[src/rtl/fws_pkg.sv]
/*
 * Shared constants and types for the fault and watchdog status bank.
 * Assumes an upstream serial front end that decodes register accesses.
 */
package fws_pkg;
  localparam int ADDR_W = 8;
  localparam int DATA_W = 8;
  localparam logic [7:0] OFS_FAULT = 8'h0d;
  localparam logic [7:0] OFS_WDSTAT = 8'h0e;
  localparam logic [7:0] OFS_RAIL2 = 8'h0f;
  localparam logic [7:0] OFS_RAIL3 = 8'h10;
  localparam logic [7:0] OFS_MISC = 8'h11;
  localparam int NUM_REGS = 5;
  localparam logic [7:0] OFS_BASE = OFS_FAULT;
  // Fault status bit positions
  localparam int FB_CLK = 6;
  localparam int FB_SUP = 5;
  localparam int FB_RST = 4;
  localparam int FB_DEEP = 3;
  localparam int FB_PIN = 2;
  localparam int FB_THERM = 1;
  localparam int FB_INT = 0;
  localparam logic [7:0] FAULT_RC_MASK = 8'h7f;
  // Watchdog status bit positions
  localparam int WB_PIN = 5;
  localparam int WB_OPEN = 4;
  localparam int WB_ERR = 3;
  localparam int WB_KEY = 2;
  localparam int WB_EARLY = 1;
  localparam int WB_EXP = 0;
  localparam logic [7:0] WD_RC_MASK = 8'h07;
  // Setpoint and misc fields
  localparam int SP_W = 5;
  localparam logic [7:0] SP_MASK = 8'h1f;
  localparam int SEL_LSB = 6;
  localparam logic [7:0] MISC_MASK = 8'hc0;
  localparam logic [4:0] RAIL2_RST = 5'h00;
  localparam logic [4:0] RAIL3_RST = 5'h00;
  localparam logic [1:0] SEL_RST = 2'h0;
  localparam logic [7:0] ZERO8 = 8'h00;
  // Setpoint encoding, for reference by the regulators
  localparam int SP_BASE_MV = 800;
  localparam int SP_STEP_MV = 50;

  typedef enum logic [1:0] {
    FWS_PIN_RSVD = 2'h0,
    FWS_PIN_WDOFF = 2'h1,
    FWS_PIN_SYNC = 2'h2,
    FWS_PIN_SEQOUT = 2'h3
  } fws_pin_sel_t;

  typedef struct packed {
    logic clk_err;
    logic regulator_ov;
    logic input_ov;
    logic reset_entered;
    logic deep_safe_state;
    logic reset_pin_short;
    logic reset_pulldown_fail;
    logic ground_loss;
    logic thermal_shutdown;
    logic otp_crc_fail;
    logic analog_self_test_fail;
  } fws_fault_ev_t;

  typedef struct packed {
    logic reset_pin_level;
    logic watchdog_window_open;
    logic watchdog_failure;
    logic key_mismatch;
    logic early_update;
    logic expired;
  } fws_wd_ev_t;

  typedef struct packed {
    logic wr;
    logic rd;
    logic [ADDR_W-1:0] addr;
    logic [DATA_W-1:0] wdata;
  } fws_req_t;

  function automatic logic [7:0] fws_sticky(input logic [7:0] cur,
      input logic [7:0] ev, input logic clr, input logic [7:0] mask);
    // Set wins over the clearing read
    fws_sticky = ((clr ? ZERO8 : cur) | ev) & mask;
  endfunction
endpackage

[src/rtl/fws_sticky_reg.sv]
/*
 * One read-clear sticky status byte.
 * Assumes events are synchronous single-cycle or level inputs.
 */
`timescale 1ns/1ps
module fws_sticky_reg #(
  parameter logic [7:0] MASK = 8'hff
) (
  input wire logic sys_clk,
  input wire logic sys_rst,
  input wire logic [7:0] ev,
  input wire logic clr,
  output logic [7:0] flags_q
);
  import fws_pkg::*;
  logic [7:0] flags_d;

  always_comb begin
    flags_d = fws_sticky(flags_q, ev, clr, MASK);
  end

  always_ff @(posedge sys_clk or posedge sys_rst) begin
    if (sys_rst) begin
      flags_q <= ZERO8;
    end else begin
      flags_q <= flags_d;
    end
  end
endmodule // fws_sticky_reg

[src/rtl/fws_cfg_regs.sv]
/*
 * Writable setpoint and pin selector storage.
 * Assumes writes are single-cycle strobes from the access decoder.
 */
`timescale 1ns/1ps
module fws_cfg_regs (
  input wire logic sys_clk,
  input wire logic sys_rst,
  input wire logic running,
  input wire fws_pkg::fws_req_t req,
  output logic [4:0] rail2_setpoint_code,
  output logic [4:0] rail3_setpoint_code,
  output fws_pkg::fws_pin_sel_t pin_sel_q
);
  import fws_pkg::*;
  logic [4:0] rail2_d;
  logic [4:0] rail3_d;
  fws_pin_sel_t sel_d;

  always_comb begin
    rail2_d = rail2_setpoint_code;
    rail3_d = rail3_setpoint_code;
    sel_d = pin_sel_q;
    if (req.wr) begin
      case (req.addr)
        OFS_RAIL2: rail2_d = req.wdata[SP_W-1:0];
        OFS_RAIL3: rail3_d = req.wdata[SP_W-1:0];
        // Selector is frozen once running
        OFS_MISC: if (!running) begin
          sel_d = fws_pin_sel_t'(req.wdata[SEL_LSB +: 2]);
        end
        default: ;
      endcase
    end
  end

  always_ff @(posedge sys_clk or posedge sys_rst) begin
    if (sys_rst) begin
      rail2_setpoint_code <= RAIL2_RST;
      rail3_setpoint_code <= RAIL3_RST;
      pin_sel_q <= fws_pin_sel_t'(SEL_RST);
    end else begin
      rail2_setpoint_code <= rail2_d;
      rail3_setpoint_code <= rail3_d;
      pin_sel_q <= sel_d;
    end
  end
endmodule // fws_cfg_regs

[src/rtl/fws_status_bank.sv]
/*
 * Fault and watchdog status register bank with rail setpoints and
 * multi-function pin selector, at offsets 0x0d to 0x11.
 * Assumes the serial front end presents decoded single-cycle read and
 * write strobes on sys_clk and samples rdata the cycle after a read.
 */
// What this block does
// - Clock monitor error sets fault bit 6, cleared by reading.
// - Regulator or input overvoltage sets fault bit 5, cleared by read.
// - Entry to reset state sets fault bit 4 until read.
// - Deep-safe entry sets fault bit 3 until read.
// - Reset pin short, pull-down fail or ground loss latch bit 2.
// - Thermal shutdown latches fault bit 2's neighbour, bit 1.
// - OTP CRC or analog self-test failure sets fault bit 0.
// - Watchdog status bit 5 shows live reset output pin level.
// - Watchdog status bit 4 shows live open-window state.
// - Bit 3 shows failures reached threshold; key mismatches excluded.
// - Wrong key write sets read-clear watchdog status bit 2.
// - Key write in closed window sets read-clear bit 1.
// - Window passing without key write sets read-clear bit 0.
// - Rail 2 code bits 4:0, 0.8V plus 50mV per step.
// - Rail 3 code, same encoding as rail 2.
// - Pin selector bits 7:6: reserved, wd-disable, sync, sequencer.
// - Reserved bits are read-only and read as zero.
`timescale 1ns/1ps
module fws_status_bank (
  input wire logic sys_clk,
  input wire logic sys_rst,
  input wire fws_pkg::fws_req_t req,
  output logic [7:0] rdata_q,
  output logic rvalid_q,
  input wire logic running,
  input wire fws_pkg::fws_fault_ev_t fault_ev,
  input wire fws_pkg::fws_wd_ev_t wd_ev,
  output logic [4:0] rail2_setpoint_code,
  output logic [4:0] rail3_setpoint_code,
  output fws_pkg::fws_pin_sel_t pin_sel,
  output logic watchdog_disable_input_sel,
  output logic clock_sync_input_sel,
  output logic sequencer_output_sel
);
  import fws_pkg::*;

  // ****************************************************************
  // Event gathering
  // ****************************************************************
  logic [7:0] fault_ev_v;
  logic [7:0] wd_ev_v;
  logic [7:0] fault_q;
  logic [7:0] wd_q;
  logic rd_fault;
  logic rd_wd;
  logic deep_q;
  logic deep_d;

  // Deep-safe is a level; flag only its entry
  always_comb begin
    deep_d = fault_ev.deep_safe_state;
  end

  always_ff @(posedge sys_clk or posedge sys_rst) begin
    if (sys_rst) begin
      deep_q <= 1'b0;
    end else begin
      deep_q <= deep_d;
    end
  end

  always_comb begin
    fault_ev_v = ZERO8;
    fault_ev_v[FB_CLK] = fault_ev.clk_err;
    fault_ev_v[FB_SUP] = fault_ev.regulator_ov | fault_ev.input_ov;
    fault_ev_v[FB_RST] = fault_ev.reset_entered;
    fault_ev_v[FB_DEEP] = fault_ev.deep_safe_state & ~deep_q;
    fault_ev_v[FB_PIN] = fault_ev.reset_pin_short |
        fault_ev.reset_pulldown_fail | fault_ev.ground_loss;
    fault_ev_v[FB_THERM] = fault_ev.thermal_shutdown;
    fault_ev_v[FB_INT] = fault_ev.otp_crc_fail |
        fault_ev.analog_self_test_fail;
    wd_ev_v = ZERO8;
    wd_ev_v[WB_KEY] = wd_ev.key_mismatch;
    wd_ev_v[WB_EARLY] = wd_ev.early_update;
    wd_ev_v[WB_EXP] = wd_ev.expired;
    rd_fault = req.rd && (req.addr == OFS_FAULT);
    rd_wd = req.rd && (req.addr == OFS_WDSTAT);
  end

  // ****************************************************************
  // Sticky flags
  // ****************************************************************
  fws_sticky_reg #(.MASK(FAULT_RC_MASK)) u_fault (
    .sys_clk(sys_clk),
    .sys_rst(sys_rst),
    .ev(fault_ev_v),
    .clr(rd_fault),
    .flags_q(fault_q)
  );

  fws_sticky_reg #(.MASK(WD_RC_MASK)) u_wd (
    .sys_clk(sys_clk),
    .sys_rst(sys_rst),
    .ev(wd_ev_v),
    .clr(rd_wd),
    .flags_q(wd_q)
  );

  // ****************************************************************
  // Writable registers
  // ****************************************************************
  fws_cfg_regs u_cfg (
    .sys_clk(sys_clk),
    .sys_rst(sys_rst),
    .running(running),
    .req(req),
    .rail2_setpoint_code(rail2_setpoint_code),
    .rail3_setpoint_code(rail3_setpoint_code),
    .pin_sel_q(pin_sel)
  );

  always_comb begin
    watchdog_disable_input_sel = (pin_sel == FWS_PIN_WDOFF);
    clock_sync_input_sel = (pin_sel == FWS_PIN_SYNC);
    sequencer_output_sel = (pin_sel == FWS_PIN_SEQOUT);
  end

  // ****************************************************************
  // Read path
  // ****************************************************************
  logic [7:0] rdata_d;
  logic rvalid_d;
  logic [7:0] wd_view;

  always_comb begin
    wd_view = wd_q;
    wd_view[WB_PIN] = wd_ev.reset_pin_level;
    wd_view[WB_OPEN] = wd_ev.watchdog_window_open;
    // Failure count already applied upstream per threshold bit
    wd_view[WB_ERR] = wd_ev.watchdog_failure;
    rdata_d = ZERO8;
    rvalid_d = req.rd;
    if (req.rd) begin
      case (req.addr)
        OFS_FAULT: rdata_d = fault_q & FAULT_RC_MASK;
        OFS_WDSTAT: rdata_d = wd_view;
        OFS_RAIL2: rdata_d = {3'h0, rail2_setpoint_code};
        OFS_RAIL3: rdata_d = {3'h0, rail3_setpoint_code};
        OFS_MISC: rdata_d = {pin_sel, 6'h00};
        default: rdata_d = ZERO8;
      endcase
    end
  end

  always_ff @(posedge sys_clk or posedge sys_rst) begin
    if (sys_rst) begin
      rdata_q <= ZERO8;
      rvalid_q <= 1'b0;
    end else begin
      rdata_q <= rdata_d;
      rvalid_q <= rvalid_d;
    end
  end
endmodule // fws_status_bank

[config.mk]
export PLATFORM = sky130hd
export DESIGN_NAME = fws_status_bank
export DESIGN_NICKNAME = d
export VERILOG_FILES = /design/src/rtl/fws_pkg.sv /design/src/rtl/fws_sticky_reg.sv /design/src/rtl/fws_cfg_regs.sv /design/src/rtl/fws_status_bank.sv
export SDC_FILE = /design/constraint.sdc
export NUM_CORES = 1
export LEC_CHECK = 0
export BUFFER_PORTS_ARGS = -buffer_cell sky130_fd_sc_hd__buf_2
export CORE_ASPECT_RATIO = 1.5
export CORE_UTILIZATION = 35
export DETAILED_ROUTE_END_ITERATION = 6
export GPL_TIMING_DRIVEN = 0
export PLACE_DENSITY = 0.64
export SYNTH_ARGS = -nofsm -noshare
export SYNTH_HDL_FRONTEND = slang
export SYNTH_HIERARCHICAL = 1
export SYNTH_SLANG_ARGS = --single-unit
[constraint.sdc]
create_clock -name sys_clk -period 1.3 [get_ports sys_clk]
set_input_delay 0.195 -clock sys_clk [delete_from_list [all_inputs] [get_ports sys_clk]]
set_output_delay 0.195 -clock sys_clk [all_outputs]
set_load 0.01 [all_outputs]
==> run metrics, run 1 <==
worst path required time=1.46 ns; hold crit path type=input pin to flop; Max Buffers Root-to-Sink=2; launch point of the critical path=req[14]; initial antenna violation count=0; most frequent cells in the layout=buf_2 (60), dfrtp_1 (32), mux2_4 (12); most common cell after layout, fill and taps aside=buf_2; Die W=56.2 um; I/O pins=62; crit path max-delay cell type=or4b_4; Power Density=between 900 and 1000 mW/mm2; FILL cells=approximately 400; core area=about 0.0042 mm2; GR Overflow Total=0; Clock Pin Slew Worst Setup and Hold Paths=about 0.07 ns; CP max FO=5; Internal=~1600 uW; Final min period=between 1 and 1.5 ns; root buf cell=clkbuf_8; Setup-failing EPs final=13; die height=83.3 um; largest net degree at the start of global routing=13; Worst VDD drop=0.000883 V; CTS tree=built; final setup margin=-0.188 ns; max-slew violations=0; Worst Hold Launch=fault_ev[6]; hpwl dp=2740 um; Worst Setup End Kind=flop; GRT Total Usage=between 15 and 20%; LEAKAGE=between 0.001 and 0.0015 uW; Skew-Pair Late Insertion Delay=0.28 ns; clk sink count=32; vias in the first global route=about 1,300; Syn. warnings=6; sw frac=between 20% and 30%; final hold violation count=0; first-pass GRT wire length=a little under 6000 um; Comb power frac=about 12%; Port Buffers=60; Final ANT Viol Nets=0; crit path DAT=1.65 ns; sequential cell area=801 um2; Initial Util=about 36%; Mapped Cells=between 100 and 150; Final period util=114%; 1st-iter DRT viols=25; Layout Skew=0.00608 ns; failing checks=setup timing; WS Path Type=input pin to flop; Max Cap Viol=0; H-tree lvl count=2; row cnt=29; Placer Congestion=about 0.75; total wire length=between 3000 and 4000 um; WL/cell=between 10 and 15 um; Nets=approximately 230; Clock Power Share=between 30 and 40%; Flop pwr share=roughly half; Ant. Diodes=0; DR vias=1,205; share of cells above drive strength 1=a little under three fifths; status=finished, violations left; cells along the critical path=buf_8 > or4b_4 > or4_4 > mux2_4; Fmax=between 600 and 700 MHz; fin area=about 0.0021 mm2; CTS Buf Count=5; mapped cell area=0.00154 mm2; max incr delay on CP=around 0.53 ns; critical path's top delay family=simple AND/OR/NAND/NOR gates; drt pass-1 iters=4; Vias/cell=between 4 and 5; drc violations=0; area of the multi-input gates=~740 um2; P&R area growth vs syn=36.7%; RSZ-0062 raised after global routing=yes; TNS Setup=-1.87 ns; Mean Syn Cell Area=12.4 um2; Sw Pwr=between 400 and 500 uW; Setup crit start kind=input pin; RR Startpoint=u_cfg/rail2_setpoint_code[4]; Area after DPL=around 0.0019 mm2; full die area=~0.0047 mm2; CP bufs+invs=1
==> worst reg2reg max path: cells and delay by family (launching register included) <==
kind | cells | cell delay, ns
muxes | 1 | 0.28
and+or+nand+nor | 1 | 0.07
AOI/OAI and AO/OA | 2 | 0.39
DFF | 1 | 0.40
==> power by group through the flow <==
| stage | Combinational (uW) | Clock [uW] | Sequential (uW) |
|---|---|---|---|
| after floorplan | 120 | 0 | 1060 |
| after global placement | 235 | 0 | 1050 |
| after detailed placement | 237 | 0 | 1050 |
| after CTS | 250 | 801 | 1030 |
| after global routing | 276 | 848 | 1040 |
| final | 250 | 774 | 1030 |
==> layout make-up <==
type                       count  area share [%]
buffer                         5            1.42
clock buffer                   6            3.91
clock inverter                 2           0.474
inverter                       6            1.07
multi-input combinational     81            34.9
sequential                    32            38.0
tap                           46            2.73
timing repair buffer          65            17.5
==> per-stage QoR <==
stage | std cells | utilization [%] | hold slack (ns) | power (uW) | setup WS [ns]
global route | 243 | 49.7 | 0.0150 | 2160 | -0.197
finish | 243 | 49.7 | 0.0313 | 2060 | -0.188
CTS | 242 | 49.4 | 0.0218 | 2090 | -0.179
global placement | 231 | 45.6 | 0.106 | 1290 | -0.643
detailed placement | 231 | 45.6 | 0.106 | 1290 | -0.648
floorplan | 125 | - | -0.0514 | 1180 | -0.480
==> path summary, 6_finish.rpt <==
check / cells after the start / endpoint / slack, ns
min in group asynchronous: 3 / u_wd/flags_q[0] / 0.36
max in group asynchronous: 3 / u_cfg/pin_sel_q[1] / 0.45
max: 4 / u_cfg/rail2_setpoint_code[0] / -0.19
min: 1 / deep_q / 0.03
min reg2reg: 1 / u_wd/flags_q[1] / 0.48
max reg2reg: 4 / rdata_q[4] / 0.04
==> sequential cells by signal, summed over array words and instances, names as in the netlist <==
register / flops
u_cfg/rail2_setpoint_code: 5
u_fault/flags_q: 7
u_cfg/rail3_setpoint_code: 5
deep_q: 1
u_cfg/pin_sel_q: 2
u_wd/flags_q: 3
rvalid_q: 1
rdata_q: 8
==> metal layers <==
layer  track usage [%]  up-vias  part of all wire [%]
li1                  -      586                     -
met1              18.3      569                    39
met2              29.5       45                    55
met3              4.67        5                   4.8
met4              4.66        0                   1.3
met5                 0        -                     0
==> what timing repair did <==
action,CTS,global route
buffers inserted,3,1
gates resized for setup,6,3
setup endpoints to repair,22,17
hold buffers,1,0
endpoints found under the hold margin,32,0
pin swaps,5,4
No activity file was read; power rests on OpenSTA's default activity.
==> inputs of run 2 (changes only) <==
BUFFER_PORTS_ARGS = -buffer_cell sky130_fd_sc_hd__buf_4   (was -buffer_cell sky130_fd_sc_hd__buf_2)
CORE_ASPECT_RATIO = default   (was 1.5)
==> run metrics, run 2 (synthesis gave the netlist of run 1 again) <==
most frequent cells in the layout=buf_4 (63), dfrtp_1 (32), mux2_4 (11); GR Overflow Total=0 (unchanged); drt pass-1 iters=4 (unchanged); cells along the critical path=buf_8 > or4b_4 > or4_4 > mux2_4; CTS Buf Count=5 (unchanged); r2r endpoint=rdata_q[2]; failing checks=setup timing; Worst Hold Launch=fault_ev[6]; Clock Pin Slew Worst Setup and Hold Paths=0.06 ns (about the same); worst path required time=1.47 ns (about the same); final setup margin=-0.196 ns (-0.00780 ns); hold depth=1 (unchanged); Setup-failing EPs final=7 (-6); Internal=1620 uW (+3.1%); H-tree lvl count=2 (unchanged); GR Layer Usage met2=32.2% (+2.7 points); Clock Power Share=36.6% (-1.0 points); Flop pwr share=49.3% (-0.9 points); Fmax=669 MHz (-0.52%); Max Cap Viol=0 (unchanged); Port Buffers=60 (unchanged); Final ANT Viol Nets=0 (unchanged); first-pass GRT wire length=6120 um (+4.0%); hold crit path type=input pin to flop; sequential cell area=801 um2 (unchanged); initial antenna violation count=0 (unchanged); Die W=68.4 um (+22%); RR Startpoint=u_cfg/rail2_setpoint_code[2]; busiest layer in global routing=met2; Finished Layout Cells=248 (+2.1%); area of the multi-input gates=743 um2 (+0.85%); share of cells above drive strength 1=56.6% (+0.73 points); Worst R2R Path Depth=4 (unchanged); fin area=0.00228 mm2 (+8.0%); crit path max-delay cell type=or4b_4; Nets=235 (+0.43%); Final min period=1.50 ns (+0.00780 ns); Initial Util=37.5% (+1.1 points); max-slew violations=0 (unchanged); Vias/cell=5.01 (+0.99%); pre-CTS WS=-0.654 ns (-0.00677 ns); WL/cell=15.9 um (+10%); DR vias=1,242 (+3.1%); max reg flops=8 (unchanged); row cnt=23 (-21%); GRT Total Usage=18.8% (+2.4 points); WS Path Type=input pin to flop; full die area=0.00468 mm2 (-0.12%); die height=68.4 um (-18%); Regs by FF count=rdata_q x8, u_fault/flags_q x7; placed cells=235 (+1.7%); P&R area growth vs syn=47.7%; Ant. Diodes=0 (unchanged); Sw Pwr=483 uW (-1.3%); Final period util=115% (+0.60 points); clk sink count=32 (unchanged); crit path DAT=1.66 ns (about the same); Skew-Pair Late Insertion Delay=0.28 ns (about the same); largest net degree at the start of global routing=13 (unchanged); hpwl dp=3060 um (+11%); Area after DPL=0.00209 mm2 (+8.0%); Comb power frac=14.1% (+1.9 points); vias in the first global route=1,281 (+0.63%); max incr delay on CP=0.53 ns (about the same); WHS Endpoint=deep_q; Power Density=922 mW/mm2 (-5.5%); Worst VDD drop=0.000479 V (-46%); Max Buffers Root-to-Sink=2 (unchanged); Layout Skew=0.00522 ns (-0.000857 ns); I/O pins=62 (unchanged); GRT met1 Usage=20.8% (+2.4 points); core area=0.00412 mm2 (-3.1%); total wire length=3940 um (+13%); Worst Setup End Kind=flop; final hold violation count=0 (unchanged); FILL cells=353 (-11%); CTS tree=built; root buf cell=clkbuf_8; largest register by flop count=rdata_q; 1st-iter DRT viols=36 (+44%); CP max FO=5 (unchanged); most common cell after layout, fill and taps aside=buf_4; sw frac=23.0% (-0.79 points); Setup crit start kind=input pin; RSZ-0062 raised after global routing=yes; met3 global-route usage=6.33% (+1.7 points); status=finished, violations left; R2R Setup Slk=0.05 ns (about the same); Placer Congestion=0.793 (+5.1%); LEAKAGE=0.00107 uW (+2.5%); drc violations=0 (unchanged)
## run 2: cell types whose count changed in the layout (fill, tap and decap cells not counted)
cell	change
a22oi_1	-2
a22oi_2	+2
buf_2	-58
buf_4	+58
buf_6	+1
clkbuf_1	+1
clkinv_2	-2
clkinvlp_4	+1
mux2_2	+1
mux2_4	-1
## run 2: what timing repair did
item / in CTS / in global routing
hold endpoints to repair: 32 / 0
setup buffers: 2 / 3
hold buffers: 1 / 0
gates cloned: 0 / 0
resized for setup: 2 / 9
setup endpoints to repair: 22 / 14
pin swaps: 4 / 1
## run 2: how the worst max path moves through the flow
stage | start | endpoint | depth (start not counted)
global placement | req[13] | u_cfg/rail2_setpoint_code[4] | 5
detailed placement | req[13] | u_cfg/rail2_setpoint_code[3] | 5
global route | req[14] | u_cfg/pin_sel_q[0] | 5
CTS | req[14] | u_cfg/rail2_setpoint_code[3] | 4
floorplan | req[13] | u_cfg/rail2_setpoint_code[0] | 4
finish | req[14] | u_cfg/rail2_setpoint_code[3] | 4
## run 2: critical path, delay by kind of cell
| family | cells | cell delay [ns] |
|---|---|---|
| buf+inv | 1 | 0.10 |
| mux | 1 | 0.33 |
| simple gates | 2 | 1.05 |
## run 2: final cells by class
type / instances / area share, %
inverters: 6 / 0.988
clock inverters: 1 / 0.329
flip-flops and latches: 32 / 35.1
well taps: 50 / 2.75
plain buffers: 5 / 1.32
multi-input cells: 81 / 32.6
repair buffers: 66 / 23.1
clock buffers: 7 / 3.79
## run 2: power groups by stage
stage	Clock, uW	Sequential [uW]	Combinational, uW
2_1_floorplan	0	1060	120
3_3_place_gp	0	1050	271
3_5_place_dp	0	1050	279
4_1_cts	795	1040	285
5_1_grt	851	1040	320
6_report	769	1040	296
## run 2: stage by stage
step	total power, uW	hold WS (ns)	util, %	TNS [ns]
after floorplan	1180	-0.0514	-	-5.38
after global placement	1320	0.0992	50.8	-11.59
after detailed placement	1330	0.106	50.8	-12.11
after CTS	2120	0.0207	53.9	-1.23
after global routing	2210	0.0152	55.4	-1.35
final	2100	0.0293	55.4	-1.25
## run 2: layer usage
metal	wire, um	vias up
met4	111	0
met3	297	13
li1	-	586
met1	1570	587
met2	1960	56
met5	0	-
